### src/common/port_irq_regs.svh
`ifndef PORT_IRQ_REGS_SVH
`define PORT_IRQ_REGS_SVH
// ----------------------------------------------------------------
// register offsets (byte addresses)
// ----------------------------------------------------------------
`define OFS_PORT1_PIN_LEVELS 16'hffd4
`define OFS_PORT5_PIN_LEVELS 16'hffd8
`define OFS_PORT7_PIN_LEVELS 16'hffda
`define OFS_PORT1_FUNC_SEL   16'hffe0
`define OFS_PORT1_DIRECTION  16'hffe4
`define OFS_PORT5_DIRECTION  16'hffe8
`define OFS_IRQ_FLAGS        16'hfff0
`define OFS_IRQ_ENABLE       16'hfff4
// ----------------------------------------------------------------
// field positions and values
// ----------------------------------------------------------------
`define BIT_IRQ_FLAG         0
`define BIT_IRQ_PIN          4
`define FUNC_SEL_IRQ         8'h10
`define RST_PORT_DATA        8'h00
`define RST_FUNC_SEL         8'h00
`define RST_DIRECTION        8'h00
`define RST_IRQ_ENABLE       1'h0
`endif

### src/common/port_irq_pkg.sv
package port_irq_pkg;
	// bus request carried as one bundle
	typedef struct packed {
		logic        read;
		logic        write;
		logic [15:0] address;
		logic [31:0] writedata;
	} bus_req_t;
	// selected interrupt edge
	typedef enum logic {EDGE_FALL = 1'b0, EDGE_RISE = 1'b1} edge_sel_t;
	// bus slave states, gray from ST_IDLE through ST_ACK to ST_DONE
	typedef enum logic [1:0] {
		ST_IDLE = 2'b00,
		ST_ACK  = 2'b01,
		ST_DONE = 2'b11
	} bus_state_t;
endpackage

### src/design/port_irq_pin_setup.sv
// Decided for this implementation: the Avalon-MM register port.
`timescale 1ns/1ns
`default_nettype none
`include "port_irq_regs.svh"
// Behaviour
// - selected edge on interrupt pin sets flag
// - flag cleared by writing zero after reading one
// - value 0x10 makes port1 bit4 interrupt
// - direction bit zero selects input
// - direction bit one drives data out, except port1 bit4 in irq mode
// - request raised only while enable set
module port_irq_pin_setup
(
	// clock and reset
	input  wire logic                   mclk,
	input  wire logic                   nrst,
	// avalon-mm slave
	input  wire port_irq_pkg::bus_req_t avs_req,
	output var  logic [31:0]            avs_readdata,
	output var  logic                   avs_waitrequest,
	// port 1 pins
	input  wire logic [7:0]             port1_in,
	output var  logic [7:0]             port1_out,
	output var  logic [7:0]             port1_oe_n,
	// port 5 pins
	input  wire logic [7:0]             port5_in,
	output var  logic [7:0]             port5_out,
	output var  logic [7:0]             port5_oe_n,
	// port 7 outputs
	output var  logic [7:0]             port7_out,
	// interrupt
	input  wire port_irq_pkg::edge_sel_t irq_edge,
	output var  logic                   irq
);
	import port_irq_pkg::*;

	// ----------------------------------------------------------------
	// registers
	// ----------------------------------------------------------------
	logic [7:0] port1_pin_levels;
	logic [7:0] port5_pin_levels;
	logic [7:0] port7_pin_levels;
	logic [7:0] port1_function_select;
	logic [7:0] port1_direction;
	logic [7:0] port5_direction;
	logic       ext_irq_request_flag;
	logic       ext_irq_enable;
	logic       flag_seen_one;
	bus_state_t state;

	// ----------------------------------------------------------------
	// pin synchronisers
	// ----------------------------------------------------------------
	logic [7:0] p1_meta;
	logic [7:0] p1_sync;
	logic [7:0] p5_meta;
	logic [7:0] p5_sync;
	logic       pin_prev;

	// two flops on every input pin
	always_ff @(posedge mclk or negedge nrst)
		if (!nrst)
		begin
			p1_meta  <= 8'h00;
			p1_sync  <= 8'h00;
			p5_meta  <= 8'h00;
			p5_sync  <= 8'h00;
			pin_prev <= 1'b0;
		end
		else
		begin
			p1_meta  <= port1_in;
			p1_sync  <= p1_meta;
			p5_meta  <= port5_in;
			p5_sync  <= p5_meta;
			pin_prev <= p1_sync[`BIT_IRQ_PIN];
		end

	// ----------------------------------------------------------------
	// decode and edge detection
	// ----------------------------------------------------------------
	function automatic logic hit(input logic [15:0] a, input logic [15:0] o);
		hit = (a[15:2] == o[15:2]);
	endfunction

	wire        irq_mode = (port1_function_select == `FUNC_SEL_IRQ);
	wire        pin_now  = p1_sync[`BIT_IRQ_PIN];
	wire        rise     = pin_now & ~pin_prev;
	wire        fall     = ~pin_now & pin_prev;
	wire        edge_hit = irq_mode &
		((irq_edge == EDGE_RISE) ? rise : fall);
	wire        take     = (state == ST_ACK);
	wire        wr       = take & avs_req.write;
	// a read is decoded as it is first seen, so its data stand with the ack
	wire        rd       = (state == ST_IDLE) & avs_req.read;
	wire [15:0] a        = avs_req.address;
	wire        sel_p1d  = hit(a, `OFS_PORT1_PIN_LEVELS);
	wire        sel_p5d  = hit(a, `OFS_PORT5_PIN_LEVELS);
	// port7 shares a word with port5 data; byte 2 picks it
	wire        sel_p7d  = sel_p5d & (a[1:0] == 2'b10);
	wire        sel_p5x  = sel_p5d & (a[1:0] == 2'b00);
	wire        sel_fs   = hit(a, `OFS_PORT1_FUNC_SEL);
	wire        sel_p1c  = hit(a, `OFS_PORT1_DIRECTION);
	wire        sel_p5c  = hit(a, `OFS_PORT5_DIRECTION);
	wire        sel_fl   = hit(a, `OFS_IRQ_FLAGS);
	wire        sel_en   = hit(a, `OFS_IRQ_ENABLE);
	wire [7:0]  wd       = avs_req.writedata[7:0];
	// clear only when a zero is written after a one was read
	wire        flag_clr = wr & sel_fl & ~wd[`BIT_IRQ_FLAG] &
		flag_seen_one;

	// pin reads mix driven data and sampled inputs per direction
	wire [7:0] p1_view = (port1_direction & port1_pin_levels) |
		(~port1_direction & p1_sync);
	wire [7:0] p5_view = (port5_direction & port5_pin_levels) |
		(~port5_direction & p5_sync);
	wire [7:0] rd_byte =
		sel_p7d ? port7_pin_levels :
		sel_p5x ? p5_view :
		sel_p1d ? p1_view :
		sel_fs  ? port1_function_select :
		sel_p1c ? port1_direction :
		sel_p5c ? port5_direction :
		sel_fl  ? {7'h00, ext_irq_request_flag} :
		sel_en  ? {7'h00, ext_irq_enable} : 8'h00;
	wire [31:0] rd_word = sel_p7d ? {8'h00, rd_byte, 16'h0000} :
		{24'h00_0000, rd_byte};

	// ----------------------------------------------------------------
	// bus handshake: request taken one cycle after it rises
	// ----------------------------------------------------------------
	bus_state_t next_state;
	always_comb
	begin
		next_state = state;
		unique case (state)
			ST_IDLE: if (avs_req.read | avs_req.write)
				next_state = ST_ACK;
			ST_ACK:  next_state = ST_DONE;
			ST_DONE: next_state = ST_IDLE;
		endcase
	end

	// state and bus outputs
	always_ff @(posedge mclk or negedge nrst)
		if (!nrst)
		begin
			state           <= ST_IDLE;
			avs_readdata    <= 32'h0000_0000;
			avs_waitrequest <= 1'b1;
		end
		else
		begin
			state           <= next_state;
			avs_waitrequest <= ~(next_state == ST_ACK);
			avs_readdata    <= rd ? rd_word : 32'h0000_0000;
		end

	// software-written registers
	always_ff @(posedge mclk or negedge nrst)
		if (!nrst)
		begin
			port1_pin_levels      <= `RST_PORT_DATA;
			port5_pin_levels      <= `RST_PORT_DATA;
			port7_pin_levels      <= `RST_PORT_DATA;
			port1_function_select <= `RST_FUNC_SEL;
			port1_direction       <= `RST_DIRECTION;
			port5_direction       <= `RST_DIRECTION;
			ext_irq_enable        <= `RST_IRQ_ENABLE;
		end
		else if (wr)
		begin
			if (sel_p1d) port1_pin_levels <= wd;
			if (sel_p5x) port5_pin_levels <= wd;
			if (sel_p7d) port7_pin_levels <= avs_req.writedata[23:16];
			if (sel_fs)  port1_function_select <= wd;
			if (sel_p1c) port1_direction <= wd;
			if (sel_p5c) port5_direction <= wd;
			if (sel_en)  ext_irq_enable <= wd[`BIT_IRQ_FLAG];
		end

	// flag: edge sets, set wins over a same-cycle clear
	always_ff @(posedge mclk or negedge nrst)
		if (!nrst)
		begin
			ext_irq_request_flag <= 1'b0;
			flag_seen_one        <= 1'b0;
		end
		else
		begin
			if (edge_hit)
				ext_irq_request_flag <= 1'b1;
			else if (flag_clr)
				ext_irq_request_flag <= 1'b0;
			if (rd & sel_fl)
				flag_seen_one <= ext_irq_request_flag;
			else if (flag_clr)
				flag_seen_one <= 1'b0;
		end

	// pin drivers and interrupt output
	always_ff @(posedge mclk or negedge nrst)
		if (!nrst)
		begin
			port1_out  <= 8'h00;
			port1_oe_n <= 8'hff;
			port5_out  <= 8'h00;
			port5_oe_n <= 8'hff;
			port7_out  <= 8'h00;
			irq        <= 1'b0;
		end
		else
		begin
			port1_out  <= port1_pin_levels;
			port1_oe_n <= ~port1_direction |
				(irq_mode ? 8'h10 : 8'h00);
			port5_out  <= port5_pin_levels;
			port5_oe_n <= ~port5_direction;
			port7_out  <= port7_pin_levels;
			irq        <= ext_irq_request_flag & ext_irq_enable;
		end
endmodule
`default_nettype wire

### config.mk
export PLATFORM = sky130hd
export DESIGN_NAME = port_irq_pin_setup
export DESIGN_NICKNAME = d
export VERILOG_FILES = /design/src/common/port_irq_pkg.sv /design/src/design/port_irq_pin_setup.sv
export VERILOG_INCLUDE_DIRS = /design/src /design/src/common
export SDC_FILE = /design/constraint.sdc
export NUM_CORES = 1
export LEC_CHECK = 0
export BUFFER_PORTS_ARGS = -buffer_cell sky130_fd_sc_hd__buf_2
export CAP_MARGIN = 10
export CORE_MARGIN = 3
export CORE_UTILIZATION = 52
export CTS_CLUSTER_SIZE = 14
export DETAILED_ROUTE_END_ITERATION = 7
export PLACE_DENSITY = 0.79
export SLEW_MARGIN = 20
export SYNTH_ARGS = -nofsm -noshare
export SYNTH_HDL_FRONTEND = slang
export SYNTH_SLANG_ARGS = --single-unit
### constraint.sdc
create_clock -name mclk -period 2.15 [get_ports mclk]
set_input_delay 0.3225 -clock mclk [delete_from_list [all_inputs] [get_ports mclk]]
set_output_delay 0.3225 -clock mclk [all_outputs]
set_load 0.05 [all_outputs]
==> impl_metrics.prom <==
# TYPE chip_impl_metric gauge
chip_impl_metric{name="synth-edff-count",unit=""} 0
chip_impl_metric{name="final.setup_skew",unit="ns"} 0.00358
chip_impl_metric{name="crit_arrival",unit="ns"} 2.23
chip_impl_info{name="cts_tree",value="done"} 1
chip_impl_metric{name="grt_antenna_before_repair",unit=""} 0
chip_impl_metric{name="ff2ff_path_depth",unit=""} 4
chip_impl_metric{name="netlist_area",unit="mm^2"} 0.00532
chip_impl_metric{name="power.clock.fraction",unit=""} 0.519
chip_impl_metric{name="slowest_cell_delay_on_critical_path",unit="ns"} 0.40
chip_impl_metric{name="internal-power",unit="W"} 0.00528
chip_impl_metric{name="pin_count_of_the_biggest_net_entering_global_routing",unit=""} 72
chip_impl_metric{name="clock_sinks",unit=""} 144
chip_impl_metric{name="fp.dieW",unit="um"} 107
chip_impl_metric{name="ctsHtreeMaxLevel",unit=""} 4
chip_impl_metric{name="remaining_drc_errors",unit=""} 0
chip_impl_metric{name="drive_gt1_frac",unit=""} 0.459
chip_impl_info{name="cp_slowest_cell",value="dfrtp_1"} 1
chip_impl_metric{name="netlist.area_leader.share",unit=""} 0.598
chip_impl_metric{name="setup_total_negative_slack",unit="ns"} 0
chip_impl_metric{name="num_rows",unit=""} 36
chip_impl_metric{name="net_switching_component_of_the_power",unit="W"} 0.00136
chip_impl_metric{name="die_area",unit="mm^2"} 0.0115
chip_impl_metric{name="combinationalPowerShare",unit=""} 0.057
chip_impl_metric{name="first_global_vias",unit=""} 3557
chip_impl_metric{name="numPortBuffers",unit=""} 110
chip_impl_info{name="timing.critical_path.from_type",value="register"} 1
chip_impl_info{name="timing.critical_path.max_delay_family",value="simple AND/OR/NAND/NOR gates"} 1
chip_impl_info{name="topRoutingLayerUsed",value="met4"} 1
chip_impl_metric{name="ff_latch_count_synth",unit=""} 144
chip_impl_metric{name="met2WireLength",unit="um"} 5730
chip_impl_info{name="grt_setup_unrepaired",value="no"} 1
chip_impl_info{name="criticalPathCategory",value="reg2reg"} 1
chip_impl_metric{name="ctsLongestPathBuffers",unit=""} 2
chip_impl_metric{name="insertion_delay",unit="ns"} 0.52
chip_impl_metric{name="drt-pass1-iter-count",unit=""} 4
chip_impl_metric{name="detailroute.wirelength.met3",unit="um"} 856
chip_impl_metric{name="cts_inserted_buffers",unit=""} 17
chip_impl_metric{name="slew_viol_final",unit=""} 0
chip_impl_metric{name="fin_crit_sh",unit=""} 0.849
chip_impl_metric{name="area_delta_synth_final",unit="%"} 30.2
chip_impl_info{name="synth_common_cells",value="127 x dfrtp_1, 56 x mux2_2, 17 x dfstp_2"} 1
chip_impl_info{name="hold_path_class",value="in2reg"} 1
chip_impl_metric{name="drtIter0Drc",unit=""} 162
chip_impl_metric{name="antennaDiodeCount",unit=""} 0
chip_impl_info{name="post-synth-top-area-cell",value="dfrtp_1"} 1
chip_impl_metric{name="timing.critical_path.required",unit="ns"} 2.56
chip_impl_metric{name="core_area",unit="mm^2"} 0.00986
chip_impl_metric{name="fillCellCount",unit=""} 661
chip_impl_metric{name="sequentialPowerShare",unit=""} 0.423
chip_impl_metric{name="synth_area_per_cell",unit="um^2"} 15.0
chip_impl_metric{name="max_freq",unit="MHz"} 548
chip_impl_metric{name="grt_remaining_overflow",unit=""} 0
chip_impl_metric{name="place_hpwl",unit="um"} 7120
chip_impl_metric{name="report.final.setup_viol",unit=""} 0
chip_impl_metric{name="drv_cap",unit=""} 0
chip_impl_metric{name="avgRoutedWirePerCell",unit="um"} 17.3
chip_impl_metric{name="wl",unit="um"} 11300
chip_impl_metric{name="ys_types",unit=""} 41
chip_impl_metric{name="avgViaCountPerCell",unit=""} 5.09
chip_impl_metric{name="globalplace.congestion",unit=""} 0.817
chip_impl_metric{name="slew-limit-headroom",unit=""} 0.579
chip_impl_metric{name="grt_pass1_wl",unit="um"} 18100
chip_impl_metric{name="cts_setup_buffers",unit=""} 0
chip_impl_metric{name="path_max_fanout",unit=""} 8
chip_impl_info{name="crit_path_end_kind",value="register"} 1
chip_impl_metric{name="cp_num_cells",unit=""} 4
chip_impl_info{name="synth-main-ff-cell",value="dfrtp_1"} 1
chip_impl_metric{name="power_density",unit="mW/mm^2"} 959
chip_impl_metric{name="die_h",unit="um"} 107
chip_impl_metric{name="ys_async_sr_fraction",unit=""} 1.00
chip_impl_metric{name="worst_slew_pin_slew",unit="ns"} 0.630
chip_impl_info{name="synth.most_common_cell",value="dfrtp_1"} 1
chip_impl_metric{name="synth.yosys.seq_area_share",unit=""} 0.682
chip_impl_metric{name="time_the_final_worst_path_needs_with_i_o_delays_and_setup",unit="ns"} 1.83
chip_impl_metric{name="power.switching_fraction",unit=""} 0.205
chip_impl_metric{name="hold_path_depth",unit=""} 2
chip_impl_metric{name="track_usage",unit=""} 0.213
chip_impl_info{name="root_buffer",value="clkbuf_8"} 1
chip_impl_info{name="status",value="finished clean"} 1
chip_impl_metric{name="power_leakage",unit="nW"} 3.45
chip_impl_metric{name="path_clk_slew",unit="ns"} 0.06
chip_impl_metric{name="fin_util",unit=""} 0.702
chip_impl_metric{name="timing_hold_violations_final",unit=""} 0
chip_impl_metric{name="worst_path_buffer_plus_inverter_count",unit=""} 0
chip_impl_info{name="crit_path_cells",value="nand3b_1 > nor4_2 > nand3_1 > mux2_2"} 1
chip_impl_metric{name="synthCells",unit=""} 354
chip_impl_metric{name="synthesis.yosys.warnings",unit=""} 0
chip_impl_metric{name="floorplan.initialDensity",unit=""} 0.539
chip_impl_metric{name="overall_power_consumption",unit="W"} 0.00664
chip_impl_info{name="yosys-top-cells-area",value="dfrtp_1 60%, mux2_2 12%, dfstp_2 8.4%"} 1
chip_impl_metric{name="via_count",unit=""} 3312
chip_impl_metric{name="wl_met1",unit="um"} 4460
chip_impl_metric{name="remaining_number_of_nets_flagged_by_the_antenna_check_after_routing",unit=""} 0
chip_impl_metric{name="hold-worst-slack",unit="ns"} 0.0279
chip_impl_metric{name="irDropWorstVdd",unit="V"} 0.000784
chip_impl_metric{name="design.final.nets",unit=""} 574
chip_impl_metric{name="ios",unit=""} 143
[worst paths after layout]
check,start,to,slack (ns)
setup reg to reg,state[1]$_DFF_PN0_,port7_pin_levels[6]$_DFFE_PN0P_,0.32
hold / removal,avs_req[18],port7_pin_levels[2]$_DFFE_PN0P_,0.03
max in group asynchronous,nrst,port5_oe_n[4]$_DFF_PN1_,1.14
min in group asynchronous,nrst,port5_out[6]$_DFF_PN0_,0.28
hold reg to reg,p5_meta[0]$_DFF_PN0_,p5_sync[0]$_DFF_PN0_,0.35
setup / recovery,state[1]$_DFF_PN0_,port7_pin_levels[6]$_DFFE_PN0P_,0.32
[cell type report]
cell class | count | area [um^2] | area share
well taps | 133 | 166 | 0.0240
clock buffers | 20 | 435 | 0.0629
flip-flops and latches | 144 | 3620 | 0.524
inverters | 16 | 60.1 | 0.00868
multi-input cells | 185 | 1530 | 0.221
clock inverters | 12 | 260 | 0.0376
repair buffers | 141 | 845 | 0.122
[state kept, by name (all words and copies together) (netlist names), 2 cells and up]
| signal | flops |
|---|---|
| port5_pin_levels | 8 |
| state | 2 |
| port7_pin_levels | 8 |
| port1_out | 8 |
| p5_meta | 8 |
| port1_function_select | 8 |
| port5_direction | 8 |
| port5_oe_n | 8 |
| p1_sync | 8 |
| p5_sync | 8 |
| port1_direction | 8 |
| port5_out | 8 |
| p1_meta | 8 |
| port1_pin_levels | 8 |
| avs_readdata | 16 |
| port1_oe_n | 8 |
| port7_out | 8 |
[cell usage in the layout, fill, tap and decap left out, types with 5 or more instances in the layout]
| cell type | synthesis | final |
|---|---|---|
| and2_1 | 9 | 9 |
| a211oi_1 | 7 | 7 |
| inv_1 | 16 | 16 |
| dlygate4sd3_1 | 0 | 17 |
| o21ai_0 | 9 | 9 |
| mux2i_1 | 16 | 16 |
| dfrtp_1 | 127 | 127 |
| nand3b_1 | 5 | 5 |
| nor2b_1 | 6 | 6 |
| dfstp_2 | 17 | 17 |
| clkbuf_16 | 0 | 16 |
| bufinv_16 | 0 | 8 |
| nand2_1 | 15 | 15 |
| a221oi_1 | 7 | 7 |
| conb_1 | 1 | 16 |
| mux2_2 | 56 | 56 |
| buf_4 | 16 | 13 |
| buf_2 | 5 | 109 |
[power by group through the flow]
stage | registers [W] | clock network [W] | logic (W)
after floorplan | 0.00288 | 0 | 0.000189
after global placement | 0.00285 | 0 | 0.000354
after detailed placement | 0.00285 | 0 | 0.000363
after CTS | 0.00281 | 0.00350 | 0.000387
after global routing | 0.00282 | 0.00361 | 0.000416
final | 0.00281 | 0.00345 | 0.000382
[repair_timing]
item / 4_1_cts / 5_1_grt
setup endpoints to repair: 0 / 0
hold buffers: 17 / 0
hold endpoints to repair: 53 / 0
resized for setup: 0 / 0
[through the flow]
step / setup slack, ns / cell area, um^2 / std cells
floorplan: 0.443 / 5370 / 369
global placement: 0.139 / 6060 / 602
detailed placement: 0.0975 / 6060 / 602
CTS: 0.301 / 6920 / 651
global route: 0.166 / 6920 / 651
finish: 0.324 / 6920 / 651
[layer usage]
layer	vias up	GRT usage
li1	1510	-
met1	1661	0.252
met2	122	0.352
met3	19	0.0795
met4	0	0.0868
met5	-	0
[worst reg2reg max path, stage by stage (launching register included)]
cell,delay (ns)
dfrtp_1,0.40
nand3b_1,0.20
nor4_2,0.31
nand3_1,0.40
mux2_2,0.39
[logic make-up after synthesis]
family / count (synthesis) / synth area share
buffers and inverters: 40 / 0.0407
AND/OR/NAND/NOR: 64 / 0.0836
AO/OA/AOI/OAI: 33 / 0.0443
multiplexers: 72 / 0.149
flip-flops: 144 / 0.682
other: 1 / 0.000706
Power figures use the tool's default switching activity.
